**config.mk**
```make
export PLATFORM = sky130hd
export DESIGN_NAME = cap_converter_mode_and_offset_ctrl
export DESIGN_NICKNAME = d
export VERILOG_FILES = /design/src/rtl/cap_ctrl_pkg.sv /design/src/rtl/inactivity_timer.sv /design/src/rtl/cap_converter_mode_and_offset_ctrl.sv
export SDC_FILE = /design/constraint.sdc
export NUM_CORES = 1
export LEC_CHECK = 0
export BUFFER_PORTS_ARGS = -buffer_cell sky130_fd_sc_hd__buf_2
export CAP_MARGIN = 20
export CORE_MARGIN = 2
export CORE_UTILIZATION = 38
export CTS_CLUSTER_DIAMETER = 100
export DETAILED_ROUTE_END_ITERATION = 8
export SLEW_MARGIN = 10
export SYNTH_ARGS = -nofsm -noshare
export SYNTH_HDL_FRONTEND = slang
export SYNTH_SLANG_ARGS = --single-unit
```
**constraint.sdc**
```tcl
create_clock -name i_clk_sys -period 2.69 [get_ports i_clk_sys]
set_clock_uncertainty 0.05 [all_clocks]
set_input_delay 0.538 -clock i_clk_sys [delete_from_list [all_inputs] [get_ports i_clk_sys]]
set_output_delay 0.538 -clock i_clk_sys [all_outputs]
set_load 0.02 [all_outputs]
```
**src/rtl/cap_ctrl_pkg.sv**
```systemverilog
// constants, types and the register map of the converter mode and offset control block
// How it works
// - mode zero: powered, no conversions
// - mode one: convert enabled channels, alternating
// - mode two: one conversion per enabled channel
// - mode three: power down, interface stays alive
// - no comparator activity for timeout: power down
// - wake only by serial access or power cycle
// - timeout equals field times four hours
// - timeout field zero disables the timer
// - dac register top bit enables that dac
// - bit six enables tracking in adaptive mode
// - average above three quarters: increment code
// - average below one quarter: decrement code
// - tracking step depends on selected range
// - fixed threshold mode never tracks
// - low six bits set dac level linearly
// - two dac registers, consecutive, channel one first
// - serial number readable at four following addresses
// - threshold select one: fixed thresholds
// - threshold select zero: adaptive thresholds
package cap_ctrl_pkg;
    // ****************************************************************
    // register map
    // ****************************************************************
    localparam logic [7:0] ADDR_SETUP = 8'h0f;
    localparam logic [7:0] ADDR_TIMER = 8'h10;
    localparam logic [7:0] ADDR_DAC1 = 8'h11;
    localparam logic [7:0] ADDR_DAC2 = 8'h12;
    localparam logic [7:0] ADDR_SN3 = 8'h13;
    localparam logic [7:0] ADDR_SN2 = 8'h14;
    localparam logic [7:0] ADDR_SN1 = 8'h15;
    localparam logic [7:0] ADDR_SN0 = 8'h16;
    localparam logic [7:0] RST_SETUP = 8'h18;
    localparam logic [7:0] RST_TIMER = 8'h40;
    localparam logic [7:0] RST_DAC = 8'hc0;
    // ****************************************************************
    // field positions
    // ****************************************************************
    localparam int SETUP_THR_FIXED = 7;
    localparam int SETUP_EN_CH1 = 4;
    localparam int SETUP_EN_CH2 = 3;
    localparam int MODE_MSB = 2;
    localparam int DAC_EN_BIT = 7;
    localparam int DAC_AUTO_BIT = 6;
    localparam int DAC_CODE_W = 6;
    localparam int TIMER_FIELD_W = 6;
    localparam logic [5:0] DAC_CODE_MAX = 6'h3f;
    // ****************************************************************
    // mode codes
    // ****************************************************************
    localparam logic [2:0] MODE_IDLE = 3'h0;
    localparam logic [2:0] MODE_CONT = 3'h1;
    localparam logic [2:0] MODE_SINGLE = 3'h2;
    localparam logic [2:0] MODE_PDOWN = 3'h3;
    // ****************************************************************
    // timing
    // ****************************************************************
    localparam int CLK_HZ = 40_000_000;
    localparam int STEP_HOURS = 4;
    localparam longint STEP_CYCLES = longint'(STEP_HOURS) * 64'd3600 * longint'(CLK_HZ);
    // converter data width and the tracking thresholds
    localparam int DATA_W = 16;
    localparam logic [15:0] DATA_HI = 16'hc000;
    localparam logic [15:0] DATA_LO = 16'h4000;
    typedef enum logic [1:0] {CONV_IDLE, CONV_RUN, CONV_PDOWN} conv_state_t;
endpackage : cap_ctrl_pkg

```
**src/rtl/inactivity_timer.sv**
```systemverilog
// inactivity timer that fires after the programmed number of four-hour steps
module inactivity_timer #(
    parameter longint STEP_CYCLES = cap_ctrl_pkg::STEP_CYCLES
) (
    input wire logic i_clk_sys,
    input wire logic i_reset_n,
    input wire logic [5:0] i_steps,
    input wire logic i_restart,
    output logic o_expire
);
    logic [47:0] tick_q, tick_d;
    logic [5:0] step_q, step_d;
    logic expire_q, expire_d;
    always_comb begin
        tick_d = tick_q;
        step_d = step_q;
        expire_d = 1'b0;
        if (i_restart || i_steps == 6'h00) begin
            tick_d = '0;
            step_d = '0;
        end else if (tick_q == 48'(STEP_CYCLES - 1)) begin
            tick_d = '0;
            if (step_q == i_steps - 6'h01) begin
                step_d = '0;
                expire_d = 1'b1;
            end else begin
                step_d = step_q + 6'h01;
            end
        end else begin
            tick_d = tick_q + 48'h0000_0000_0001;
        end
    end
    always_ff @(posedge i_clk_sys or negedge i_reset_n) begin
        if (!i_reset_n) begin
            tick_q <= '0;
            step_q <= '0;
            expire_q <= 1'b0;
        end else begin
            tick_q <= tick_d;
            step_q <= step_d;
            expire_q <= expire_d;
        end
    end
    assign o_expire = expire_q;
endmodule : inactivity_timer

```
**src/rtl/cap_converter_mode_and_offset_ctrl.sv**
```systemverilog
// converter mode sequencing, auto power-down and offset dac control
module cap_converter_mode_and_offset_ctrl #(
    parameter longint STEP_CYCLES = cap_ctrl_pkg::STEP_CYCLES,
    parameter logic [31:0] SERIAL_NUMBER = 32'h1234_5678 // arbitrary value
) (
    input wire logic i_clk_sys,
    input wire logic i_reset_n,
    // register access from the serial interface
    input wire logic i_reg_wr,
    input wire logic i_reg_rd,
    input wire logic [7:0] i_reg_addr,
    input wire logic [7:0] i_reg_wdata,
    output logic [7:0] o_reg_rdata,
    // selected converter capacitive input range
    input wire logic [1:0] i_cap_range,
    // conversion core handshake
    input wire logic i_conv_done,
    input wire logic [15:0] i_avg_data,
    input wire logic i_avg_valid,
    // comparator outputs
    input wire logic i_cmp1_active,
    input wire logic i_cmp2_active,
    output logic o_conv_start,
    output logic o_conv_channel,
    output logic o_analog_powered,
    output logic o_fixed_threshold_select,
    output logic o_dac1_enable,
    output logic [5:0] o_dac1_code,
    output logic o_dac2_enable,
    output logic [5:0] o_dac2_code
);
    // ****************************************************************
    // registers
    // ****************************************************************
    logic [7:0] setup_q, setup_d;
    logic [7:0] timer_q, timer_d;
    logic [7:0] dac_q [2];
    logic [7:0] dac_d [2];
    logic [7:0] rdata_q, rdata_d;
    logic timer_wr;
    logic expire;
    logic fixed_mode;
    logic [2:0] mode;
    assign mode = setup_q[cap_ctrl_pkg::MODE_MSB:0];
    assign fixed_mode = setup_q[cap_ctrl_pkg::SETUP_THR_FIXED];
    assign timer_wr = i_reg_wr && i_reg_addr == cap_ctrl_pkg::ADDR_TIMER;

    // step size grows with the selected range so large ranges settle fast
    function automatic logic [5:0] dac_step(input logic [1:0] range);
        dac_step = 6'(1) << range;
    endfunction : dac_step

    function automatic logic [5:0] sat_add(input logic [5:0] c, input logic [5:0] s);
        logic [6:0] sum;
        sum = {1'b0, c} + {1'b0, s};
        sat_add = sum[6] ? cap_ctrl_pkg::DAC_CODE_MAX : sum[5:0];
    endfunction : sat_add

    // codes clamp at both ends instead of wrapping round to the far end of the range
    function automatic logic [5:0] sat_sub(input logic [5:0] c, input logic [5:0] s);
        sat_sub = (c > s) ? c - s : 6'h00;
    endfunction : sat_sub

    // ****************************************************************
    // conversion sequencer
    // ****************************************************************
    cap_ctrl_pkg::conv_state_t state_q, state_d;
    logic chan_q, chan_d;
    logic busy_q, busy_d;
    logic single_ch2_pend_q, single_ch2_pend_d;
    logic en1, en2;
    assign en1 = setup_q[cap_ctrl_pkg::SETUP_EN_CH1];
    assign en2 = setup_q[cap_ctrl_pkg::SETUP_EN_CH2];
    logic start_d, start_q;
    logic wake;
    // any serial access brings the part out of auto power-down
    assign wake = i_reg_wr || i_reg_rd;

    always_comb begin
        setup_d = setup_q;
        if (i_reg_wr && i_reg_addr == cap_ctrl_pkg::ADDR_SETUP) begin
            setup_d = i_reg_wdata;
        end else if (state_q == cap_ctrl_pkg::CONV_RUN && mode == cap_ctrl_pkg::MODE_SINGLE
                     && busy_q && i_conv_done && !single_ch2_pend_q) begin
            setup_d[cap_ctrl_pkg::MODE_MSB:0] = cap_ctrl_pkg::MODE_IDLE;
        end
    end

    always_ff @(posedge i_clk_sys or negedge i_reset_n) begin
        if (!i_reset_n) begin
            setup_q <= cap_ctrl_pkg::RST_SETUP;
        end else begin
            setup_q <= setup_d;
        end
    end

    always_comb begin
        state_d = state_q;
        chan_d = chan_q;
        busy_d = busy_q;
        single_ch2_pend_d = single_ch2_pend_q;
        start_d = 1'b0;
        unique case (state_q)
            cap_ctrl_pkg::CONV_IDLE: begin
                busy_d = 1'b0;
                if (expire) begin
                    state_d = cap_ctrl_pkg::CONV_PDOWN;
                end else if (mode == cap_ctrl_pkg::MODE_CONT
                             || mode == cap_ctrl_pkg::MODE_SINGLE) begin
                    if (en1 || en2) begin
                        state_d = cap_ctrl_pkg::CONV_RUN;
                        chan_d = !en1;
                        single_ch2_pend_d = en1 && en2;
                        busy_d = 1'b1;
                        start_d = 1'b1;
                    end
                end
                // idle and power-down codes issue no conversion
            end
            cap_ctrl_pkg::CONV_RUN: begin
                if (expire) begin
                    state_d = cap_ctrl_pkg::CONV_PDOWN;
                    busy_d = 1'b0;
                end else if (i_conv_done) begin
                    if (mode == cap_ctrl_pkg::MODE_CONT && (en1 || en2)) begin
                        chan_d = (en1 && en2) ? !chan_q : !en1;
                        start_d = 1'b1;
                    end else if (mode == cap_ctrl_pkg::MODE_SINGLE && single_ch2_pend_q) begin
                        chan_d = 1'b1;
                        single_ch2_pend_d = 1'b0;
                        start_d = 1'b1;
                    end else begin
                        state_d = cap_ctrl_pkg::CONV_IDLE;
                        busy_d = 1'b0;
                    end
                end
            end
            cap_ctrl_pkg::CONV_PDOWN: begin
                busy_d = 1'b0;
                if (wake) begin
                    state_d = cap_ctrl_pkg::CONV_IDLE;
                end
            end
            default: begin
                state_d = cap_ctrl_pkg::CONV_IDLE;
            end
        endcase
    end

    always_ff @(posedge i_clk_sys or negedge i_reset_n) begin
        if (!i_reset_n) begin
            state_q <= cap_ctrl_pkg::CONV_IDLE;
            chan_q <= 1'b0;
            busy_q <= 1'b0;
            single_ch2_pend_q <= 1'b0;
            start_q <= 1'b0;
        end else begin
            state_q <= state_d;
            chan_q <= chan_d;
            busy_q <= busy_d;
            single_ch2_pend_q <= single_ch2_pend_d;
            start_q <= start_d;
        end
    end

    // ****************************************************************
    // power-down timer register
    // ****************************************************************
    always_comb begin
        timer_d = timer_q;
        // the two fixed bits are stored as written; software keeps them 01
        if (timer_wr) begin
            timer_d = i_reg_wdata;
        end
    end

    always_ff @(posedge i_clk_sys or negedge i_reset_n) begin
        if (!i_reset_n) begin
            timer_q <= cap_ctrl_pkg::RST_TIMER;
        end else begin
            timer_q <= timer_d;
        end
    end

    // ****************************************************************
    // offset dac registers and tracking
    // ****************************************************************
    always_comb begin
        for (int i = 0; i < 2; i++) begin
            dac_d[i] = dac_q[i];
            if (i_reg_wr && i_reg_addr == cap_ctrl_pkg::ADDR_DAC1 + 8'(i)) begin
                dac_d[i] = i_reg_wdata;
            end else if (i_avg_valid && o_conv_channel == 1'(i) && !fixed_mode
                         && dac_q[i][cap_ctrl_pkg::DAC_AUTO_BIT]) begin
                if (i_avg_data > cap_ctrl_pkg::DATA_HI) begin
                    dac_d[i][5:0] = sat_add(dac_q[i][5:0], dac_step(i_cap_range));
                end else if (i_avg_data < cap_ctrl_pkg::DATA_LO) begin
                    dac_d[i][5:0] = sat_sub(dac_q[i][5:0], dac_step(i_cap_range));
                end
            end
        end
    end

    always_ff @(posedge i_clk_sys or negedge i_reset_n) begin
        if (!i_reset_n) begin
            dac_q[0] <= cap_ctrl_pkg::RST_DAC;
            dac_q[1] <= cap_ctrl_pkg::RST_DAC;
        end else begin
            dac_q[0] <= dac_d[0];
            dac_q[1] <= dac_d[1];
        end
    end

    // ****************************************************************
    // read mux
    // ****************************************************************
    always_comb begin
        rdata_d = rdata_q;
        if (i_reg_rd) begin
            unique case (i_reg_addr)
                cap_ctrl_pkg::ADDR_SETUP: rdata_d = setup_q;
                cap_ctrl_pkg::ADDR_TIMER: rdata_d = timer_q;
                cap_ctrl_pkg::ADDR_DAC1: rdata_d = dac_q[0];
                cap_ctrl_pkg::ADDR_DAC2: rdata_d = dac_q[1];
                cap_ctrl_pkg::ADDR_SN3: rdata_d = SERIAL_NUMBER[31:24];
                cap_ctrl_pkg::ADDR_SN2: rdata_d = SERIAL_NUMBER[23:16];
                cap_ctrl_pkg::ADDR_SN1: rdata_d = SERIAL_NUMBER[15:8];
                cap_ctrl_pkg::ADDR_SN0: rdata_d = SERIAL_NUMBER[7:0];
                default: rdata_d = 8'h00;
            endcase
        end
    end

    always_ff @(posedge i_clk_sys or negedge i_reset_n) begin
        if (!i_reset_n) begin
            rdata_q <= 8'h00;
        end else begin
            rdata_q <= rdata_d;
        end
    end

    // ****************************************************************
    // inactivity timer
    // ****************************************************************
    inactivity_timer #(
        .STEP_CYCLES(STEP_CYCLES)
    ) u_timer (
        .i_clk_sys(i_clk_sys),
        .i_reset_n(i_reset_n),
        .i_steps(timer_q[cap_ctrl_pkg::TIMER_FIELD_W-1:0]),
        .i_restart(i_cmp1_active || i_cmp2_active || timer_wr
                   || state_q == cap_ctrl_pkg::CONV_PDOWN),
        .o_expire(expire)
    );

    assign o_reg_rdata = rdata_q;
    assign o_conv_start = start_q;
    assign o_conv_channel = chan_q;
    // reserved codes are not expected; the analog side simply stays powered for them
    assign o_analog_powered = state_q != cap_ctrl_pkg::CONV_PDOWN
                              && mode != cap_ctrl_pkg::MODE_PDOWN;
    assign o_fixed_threshold_select = fixed_mode;
    assign o_dac1_enable = dac_q[0][cap_ctrl_pkg::DAC_EN_BIT];
    assign o_dac1_code = dac_q[0][cap_ctrl_pkg::DAC_CODE_W-1:0];
    assign o_dac2_enable = dac_q[1][cap_ctrl_pkg::DAC_EN_BIT];
    assign o_dac2_code = dac_q[1][cap_ctrl_pkg::DAC_CODE_W-1:0];
endmodule : cap_converter_mode_and_offset_ctrl

```
==> reports/results.ini, run 1 <==
[final_layout]
fin_nets = 871
fin_util_pct = 45.4
drive_gt1_share_pct = 21.1
n_fill_cell = 1637
ff_latch_area_sq_mm = 0.00254
syn_to_final_growth_pct = 16.3
multi_input_area_sq_mm = 0.00358
antenna_cells = 0

[drt]
detail-route-antenna-nets = 0
firstDrtPassIters = 5
routed_wl_mm = 16.1
vias = 5569
vias_per_cell = 5.41
drt_iter0_drc = 374
wire_per_inst_microns = 15.6
drcViolationCount = 0

[logic_synthesis]
synth_largest_area_cell = dfrtp_1
yosys_warnings = 0
synth_nets = 791
synthesis.area_sq_mm = 0.00652
synth_edf_count = 0
synthArstFlopShare_pct = 100
yosys-top-cells-area = dfrtp_1, nor2_1, xnor2_1, ha_1, xor2_1
syn_inst = 724
synth_seq_cells = 101
yosysMostFrequentCell = dfrtp_1
seq_area_frac_synth_pct = 38.9
synth_top_area_share_pct = 36.1
synth.distinct_cells = 76
synth-main-ff-cell = dfrtp_1
avgSynthCellArea_sq_um = 9.01
synth.top_cells.by_count = dfrtp_1, nor2_1, nand2_1

[power]
leakagePower_nw = 3.21
vdd_drop_max_mv = 0.316
pwr_density_cell_mw_per_mm2 = 534
p_total_mw = 4.05
clockPowerShare_pct = 35.3
internal_power_mw = 2.83
power_frac_comb_pct = 23.0
power.switching_mw = 1.22
sw_frac_of_total_pct = 30.1
pwr-share-seq_pct = 41.7

[place]
gp_congestion = 0.856
pre_cts_slack_ps = -62.3
dp_hpwl_mm = 12.0
port_buffers = 67

[timing]
min_period_ps = 2470
hold_viol_final = 0
slew_headroom_pct = 57.7
max_freq_mhz = 405
timing.final.ws_setup_ps = 221
rsz0062_at_grt = no
hold_ws_ps = 144
worst_pin_slew_ps = 634
setup_tns_ps = 0
slew_viol_final = 0
setup_viol = 0
finalCritPeriodShare_pct = 91.8

[clock_tree]
cts_setup_buffers = 0
cts.sinks = 101
cts_buffers = 9
root_buffer = clkbuf_16
clk_latency_ps = 360
h-tree-depth = 3
clock_path_buffers = 2
cts_tree = yes
path_clk_slew_ps = 70

[floorplanning]
design.core.area_sq_mm = 0.0167
rows = 47
die_w_microns = 135
io_pins = 68
die_area_sq_mm = 0.0182
die_h_microns = 135
initial_core_util_pct = 39.0

[worst_setup_path]
r2r_slack_ps = 220
worst-path-max-fanout = 4
critPathArrivalTime_ps = 2670
setup.worst_path.class = reg2reg
worstPathRequired_ps = 2890
critPathLaunchType = register
cp-end-kind = register

[status]
run_status = finished, final reports clean

[global_route]
grt_pass1_vias = 5247
grt_usage_pct = 18.2
grt_pass1_wl_mm = 26.6
globalRouteOverflowTotal = 0
antenna_found_initial = 0
grt_max_degree = 46

[flow_run]
drv_cap = 0

[hold_path]
holdCritPathClass = in2async

-- cell usage in the layout, fill, tap and decap left out, types with 26 or more instances in the layout --
master   synthesis  routed
xnor2_1         32      32
a21oi_1         33      33
inv_1           45      44
xor2_1          26      26
buf_4           16      45
nor2_1          81      81
buf_2            6      66
dfrtp_1         94      94
nand3_1         36      35
nand2_1         46      46
-- flip-flops by register name, summed over array words and instances (netlist names) --
register           flops
busy_q                 1
dac_q                  2
o_conv_channel         1
o_conv_start           1
o_dac1_code            6
o_dac1_enable          1
o_dac2_code            6
o_dac2_enable          1
o_reg_rdata            8
setup_q                8
single_ch2_pend_q      1
state_q                2
timer_q                8
u_timer.o_expire       1
u_timer.step_q         6
u_timer.tick_q        48
-- per-stage QoR --
| step | cells | cell area [sq um] |
|---|---|---|
| finish | 1029 | 7580 |
| global route | 1029 | 7580 |
| CTS | 1029 | 7580 |
| detailed placement | 1013 | 7250 |
| global placement | 1013 | 7250 |
| floorplan | 724 | 6540 |
-- critical path, stage by stage, from the launching register on --
cell,delay [ps]
dfrtp_1,400
or3_4,400
fa_1,420
a221o_1,330
a211o_1,310
nand3_1,100
a31oi_1,90
mux2_2,270
-- worst paths after layout --
path	from	end	cells after the start
worst max-delay path	o_dac2_code[0]$_DFFE_PN0P_	o_dac2_code[1]$_DFFE_PN0P_	7
worst min-delay path	i_reset_n	o_dac2_code[2]$_DFFE_PN0P_	1
worst max register to register	o_dac2_code[0]$_DFFE_PN0P_	o_dac2_code[1]$_DFFE_PN0P_	7
worst min register to register	o_dac1_enable$_DFFE_PN1P_	o_dac1_enable$_DFFE_PN1P_	2
max in group asynchronous	i_reset_n	setup_q[4]$_DFFE_PN1P_	2
min in group i_clk_sys	i_reg_wdata[6]	dac_q[14]$_DFFE_PN1P_	3
-- metal layers --
metal / GRT usage, % / vias to the layer above / share of wire (%) / wire length (microns)
met5: 0 / - / 0 / 0
met4: 3.88 / 0 / 1.2 / 185
met3: 4.17 / 16 / 5.0 / 799
met2: 28.8 / 133 / 46 / 7360
met1: 25.7 / 2676 / 48 / 7720
li1: - / 2744 / - / -
-- kinds of logic (layout without fill, tap and decap cells) --
logic type,count (synthesis),in the layout,synth area share (%)
AO/OA/AOI/OAI,134,134,13.9
adder cells (fa/ha/maj),25,25,5.26
AND/OR/NAND/NOR,296,296,24.0
XOR/XNOR,58,58,7.79
buffers and inverters,88,173,6.45
multiplexers,22,22,3.74
flip-flops,101,101,38.9
-- final cells by class --
cell class              instances  area share (%)
clock buffers                  10            3.15
multi-input cells             535            47.2
flip-flops and latches        101            33.4
repair buffers                112            9.07
well taps                     220            3.63
inverters                      45            2.23
clock inverters                 6            1.24
-- timing repair --
| action | CTS | global route |
|---|---|---|
| gates resized for setup | 0 | 1 |
| hold endpoints to repair | 0 | 0 |
| endpoints found under the setup margin | 0 | 4 |
| hold buffers | 0 | 0 |
-- power by group through the flow --
stage / sequential, mW / combinational (mW) / clock, mW
6_report: 1.69 / 0.930 / 1.43
4_1_cts: 1.69 / 0.934 / 1.47
2_1_floorplan: 1.68 / 0.638 / 0
5_1_grt: 1.70 / 1.04 / 1.55
3_3_place_gp: 1.72 / 0.928 / 0
3_5_place_dp: 1.72 / 0.930 / 0
Note: power is estimated with default switching activity, not from simulation.
==> run 2, diff against run 1 <==
==> constraint.sdc (replaced) <==
create_clock -name i_clk_sys -period 2.1 [get_ports i_clk_sys]
set_clock_uncertainty 0.05 [all_clocks]
set_input_delay 0.42 -clock i_clk_sys [delete_from_list [all_inputs] [get_ports i_clk_sys]]
set_output_delay 0.42 -clock i_clk_sys [all_outputs]
set_load 0.02 [all_outputs]
==> reports/results.ini, run 2 (synthesized netlist as in run 1, its figures left out) <==
[final_layout]
largest_register_ffs = 48
mostFrequentLayoutCell = buf_4
stdcell_count = 1118
regMostFlops = u_timer.tick_q
postLayoutCellArea_sq_mm = 0.00884
fin_nets = 960
drive_gt1_share_pct = 37.8
antenna_cells = 0
most-common-layout-cells = buf_4, dfrtp_1, buf_2, nor2_1, nand2_1
syn_to_final_growth_pct = 35.5

[power]
leakagePower_nw = 3.78
power_frac_comb_pct = 28.9
power.switching_mw = 1.72
sw_frac_of_total_pct = 30.7
p_total_mw = 5.60
pwr-share-seq_pct = 38.3
pwr_density_cell_mw_per_mm2 = 633
internal_power_mw = 3.88
clockPowerShare_pct = 32.7
vdd_drop_max_mv = 0.388

[drt]
detail-route-antenna-nets = 0
wire_per_inst_microns = 16.2
routed_wl_mm = 18.1
vias = 5980
vias_per_cell = 5.35
drt_iter0_drc = 312
firstDrtPassIters = 5
drcViolationCount = 0

[worst_setup_path]
worstPathRequired_ps = 2280
worst-path-max-fanout = 4
setup.worst_path.class = reg2reg
critPathArrivalTime_ps = 2520
cp-end-kind = register
critPathLaunchType = register

[place]
dp_hpwl_mm = 12.9
port_buffers = 67
pre_cts_slack_ps = -520
place_area_sq_mm = 0.00788
place_inst = 1082
gp_congestion = 0.832

[timing]
slew_headroom_pct = 63.7
worst_pin_slew_ps = 541
min_period_ps = 2340
timing.final.ws_setup_ps = -242
max_freq_mhz = 427
hold_viol_final = 0
finalCritPeriodShare_pct = 112
slew_viol_final = 0
setup_tns_ps = -1290
setup_viol = 7
rsz0062_at_grt = yes

[global_route]
grt_pass1_wl_mm = 29.0
grt_max_degree = 44
grt_usage_pct = 19.8
antenna_found_initial = 0
globalRouteOverflowTotal = 0
grt_pass1_vias = 5776

[floorplanning]
rows = 47
die_w_microns = 135
die_area_sq_mm = 0.0182
die_h_microns = 135
io_pins = 68
initial_core_util_pct = 39.0
design.core.area_sq_mm = 0.0167

[clock_tree]
clock_path_buffers = 2
clk_latency_ps = 340
path_clk_slew_ps = 70
root_buffer = clkbuf_16
h-tree-depth = 3
cts_buffers = 9
cts_tree = yes
cts.sinks = 101

[flow_run]
drv_cap = 0

[status]
run_status = finished, violations left
violations = setup timing

[hold_path]
holdCritPathClass = in2reg

[run 2: cell types whose count changed in the layout (fill, tap and decap cells not counted), moves of 5 or more]
| cell | before | now |
|---|---|---|
| buf_4 | 45 | 117 |
| nor2_1 | 81 | 46 |
| nor2_2 | 0 | 26 |
| nor2_4 | 0 | 9 |
| buf_6 | 0 | 7 |
| buf_12 | 1 | 7 |
| ha_1 | 21 | 15 |
| nor4_1 | 21 | 15 |
| a21oi_1 | 33 | 28 |
| a21oi_2 | 0 | 5 |
| ha_4 | 0 | 5 |
| nor4_2 | 0 | 5 |
[run 2: worst paths after layout]
check	from	to	slack, ps	cells after the start
min in group asynchronous	i_reset_n	o_dac2_code[0]$_DFFE_PN0P_	530	2
setup reg to reg	o_dac2_code[0]$_DFFE_PN0P_	o_dac2_code[0]$_DFFE_PN0P_	-240	7
max in group asynchronous	i_reset_n	setup_q[4]$_DFFE_PN1P_	800	3
hold reg to reg	dac_q[14]$_DFFE_PN1P_	dac_q[14]$_DFFE_PN1P_	430	2
setup / recovery	o_dac2_code[0]$_DFFE_PN0P_	o_dac2_code[0]$_DFFE_PN0P_	-240	7
hold / removal	i_reg_wdata[7]	o_dac1_enable$_DFFE_PN1P_	250	3
[run 2: per-stage QoR]
| step | hold slack [ps] | utilization (%) |
|---|---|---|
| floorplan | 74.4 | - |
| global placement | 344 | 47.2 |
| detailed placement | 350 | 47.2 |
| CTS | 238 | 50.3 |
| global route | 249 | 52.9 |
| finish | 245 | 52.9 |
[run 2: worst max-delay path, cell delays in order (launching register included)]
cell	delay, ps
dfrtp_1	390
or3_4	340
fa_2	350
a221o_1	320
a211o_1	340
o22ai_1	120
a21oi_1	50
mux2_4	260
[run 2: area by class of cell]
class / instances / area [sq um]
Clock buffer: 11 / 243
Clock inverter: 5 / 82.6
Fill cell: 1550 / 7860
Inverter: 45 / 169
Multi-Input combinational cell: 535 / 4010
Sequential cell: 101 / 2540
Tap cell: 220 / 275
Timing Repair Buffer: 201 / 1520
[run 2: what timing repair did]
item	in CTS	in global routing
setup endpoints to repair	51	66
pin swaps	16	25
gates cloned	1	2
resized for setup	24	76
hold buffers	1	0
endpoints found under the hold margin	22	0
buffers inserted	5	12
[run 2: per-layer routing]
metal | global-route usage (%) | vias up | routed length (microns)
met3 | 2.93 | 21 | 724
met2 | 32.2 | 127 | 8400
met5 | 0 | - | 0
met1 | 28.0 | 2909 | 8680
met4 | 4.92 | 0 | 309
li1 | - | 2923 | -
[run 2: power groups by stage]
stage / Clock [mW] / Combinational [mW] / Sequential (mW)
after floorplan: 0 / 0.848 / 2.15
after global placement: 0 / 1.35 / 2.17
after detailed placement: 0 / 1.36 / 2.17
after CTS: 1.87 / 1.42 / 2.14
after global routing: 1.95 / 1.78 / 2.16
final: 1.83 / 1.62 / 2.15
==> run 3, diff against run 2 <==
--- a/config.mk
+++ b/config.mk
@@ -7,10 +7,13 @@
 export LEC_CHECK = 0
 export BUFFER_PORTS_ARGS = -buffer_cell sky130_fd_sc_hd__buf_2
 export CAP_MARGIN = 20
+export CELL_PAD_IN_SITES_DETAIL_PLACEMENT = 0
+export CELL_PAD_IN_SITES_GLOBAL_PLACEMENT = 1
 export CORE_MARGIN = 2
 export CORE_UTILIZATION = 38
 export CTS_CLUSTER_DIAMETER = 100
 export DETAILED_ROUTE_END_ITERATION = 8
+export PLACE_DENSITY_LB_ADDON = 0.1
 export SLEW_MARGIN = 10
 export SYNTH_ARGS = -nofsm -noshare
 export SYNTH_HDL_FRONTEND = slang
==> constraint.sdc (replaced) <==
create_clock -name i_clk_sys -period 2.7 [get_ports i_clk_sys]
set_clock_uncertainty 0.05 [all_clocks]
set_input_delay 0.54 -clock i_clk_sys [delete_from_list [all_inputs] [get_ports i_clk_sys]]
set_output_delay 0.54 -clock i_clk_sys [all_outputs]
set_load 0.02 [all_outputs]
==> reports/results.ini, run 3 (synthesized netlist as in run 1, its figures left out) <==
[drt]
firstDrtPassIters = 5
route.met2.wl_mm = 8.25
top_layer_used = met4
met3WireLength_microns = 848
drt_iter0_drc = 416
wire_per_inst_microns = 17.0
detail-route-antenna-nets = 0
routed_wl_mm = 17.4
wl_met1_mm = 7.97
vias_per_cell = 5.47
drcViolationCount = 0
vias = 5608

[timing]
hold_viol_final = 0
slew_viol_final = 0
max_freq_mhz = 401
worst_pin_slew_ps = 623
finalCritPeriodShare_pct = 92.3
slew_headroom_pct = 58.5
min_period_ps = 2490
rsz0062_at_grt = no
setup_viol = 0
timing.final.ws_setup_ps = 207

[final_layout]
regMostFlops = u_timer.tick_q
mostFrequentLayoutCell = dfrtp_1
drive_gt1_share_pct = 20.7
fin_nets = 867
largest_register_ffs = 48
stdcell_count = 1025
syn_to_final_growth_pct = 15.9
most-common-layout-cells = dfrtp_1, nor2_1, buf_2, nand2_1, inv_1
antenna_cells = 0

[global_route]
globalRouteOverflowTotal = 0
grt_max_degree = 46
grt_pass1_wl_mm = 28.6
grt_pass1_vias = 5495
antenna_found_initial = 0
grt_usage_pct = 19.7

[hold_path]
holdCritPathClass = in2async

[place]
dp_hpwl_mm = 13.0
gp_congestion = 0.870
pre_cts_slack_ps = -86.5
port_buffers = 67
place_inst = 1009

[floorplanning]
rows = 47
io_pins = 68
die_w_microns = 135
design.core.area_sq_mm = 0.0167
die_h_microns = 135
die_area_sq_mm = 0.0182
initial_core_util_pct = 39.0

[worst_setup_path]
path_delay_family = compound AO/OA/AOI/OAI gates
worst-path-max-fanout = 4
cp-end-kind = register
worstPathBufferInverterCount = 0
crit_chain = or3_4 > fa_1 > a221o_1 > a211o_1 > nand3_1 > a31oi_1 > mux2_2
worstPathRequired_ps = 2890
critPathLaunchType = register
setup.worst_path.class = reg2reg
max_stage_delay_ps = 420
crit_path_top_delay_cell = fa_1
r2r_slack_ps = 210
critPathArrivalTime_ps = 2690

[clock_tree]
cts_setup_buffers = 0
cts.sinks = 101
clk_latency_ps = 360
cts_buffers = 9
h-tree-depth = 3
cts_hold_buf = 0
root_buffer = clkbuf_16
path_clk_slew_ps = 70
cts_tree = yes
clock_path_buffers = 2

[status]
run_status = finished, final reports clean

[power]
leakagePower_nw = 3.19
vdd_drop_max_mv = 0.379
pwr_density_cell_mw_per_mm2 = 528

[flow_run]
drv_cap = 0

==> run 3: layer usage <==
layer  up-vias  GRT usage, %
met1      2703          26.0
li1       2739             -
met2       142          33.0
met4         0          6.08
met3        24          3.57
met5         -             0
==> run 3: final cells by class <==
type	instances	area, sq um
clock inverter	5	58.8
fill	1659	9140
tap	220	275
sequential	101	2540
inverter	45	169
multi-input combinational	535	3580
clock buffer	11	253
timing repair buffer	108	683
==> run 3: where the power goes <==
part	switching (mW)	internal [mW]	total (mW)
Combinational	0.544	0.398	0.942
Sequential	0.108	1.58	1.69
Clock	0.591	0.769	1.36
Total	1.24	2.74	3.99
==> run 3: path summary, 6_finish.rpt <==
| kind | from | end | cells after the start |
|---|---|---|---|
| setup / recovery | o_dac2_code[0]$_DFFE_PN0P_ | o_dac2_code[1]$_DFFE_PN0P_ | 7 |
| hold / removal | i_reset_n | o_dac2_code[2]$_DFFE_PN0P_ | 1 |
| setup reg to reg | o_dac2_code[0]$_DFFE_PN0P_ | o_dac2_code[1]$_DFFE_PN0P_ | 7 |
| hold reg to reg | o_dac1_enable$_DFFE_PN1P_ | o_dac1_enable$_DFFE_PN1P_ | 2 |
| max in group asynchronous | i_reset_n | u_timer.tick_q[40]$_DFF_PN0_ | 2 |
| min in group i_clk_sys | i_reg_wdata[7] | o_dac1_enable$_DFFE_PN1P_ | 3 |
==> run 3: repair_timing <==
item	in CTS	in global routing
endpoints found under the setup margin	0	6
resized for setup	0	1
endpoints found under the hold margin	0	0
==> run 3: per-stage QoR <==
stage / TNS, ps / hold slack [ps] / cell area [sq um] / utilization [%] / power, mW
2_1_floorplan: -12.7 / 194 / 6540 / - / 2.31
3_3_place_gp: -43.6 / 416 / 7240 / 43.4 / 2.65
3_5_place_dp: -308 / 422 / 7240 / 43.4 / 2.66
4_1_cts: 0 / 155 / 7550 / 45.2 / 4.05
5_1_grt: 0 / 175 / 7560 / 45.3 / 4.21
6_report: 0 / 133 / 7560 / 45.3 / 3.99
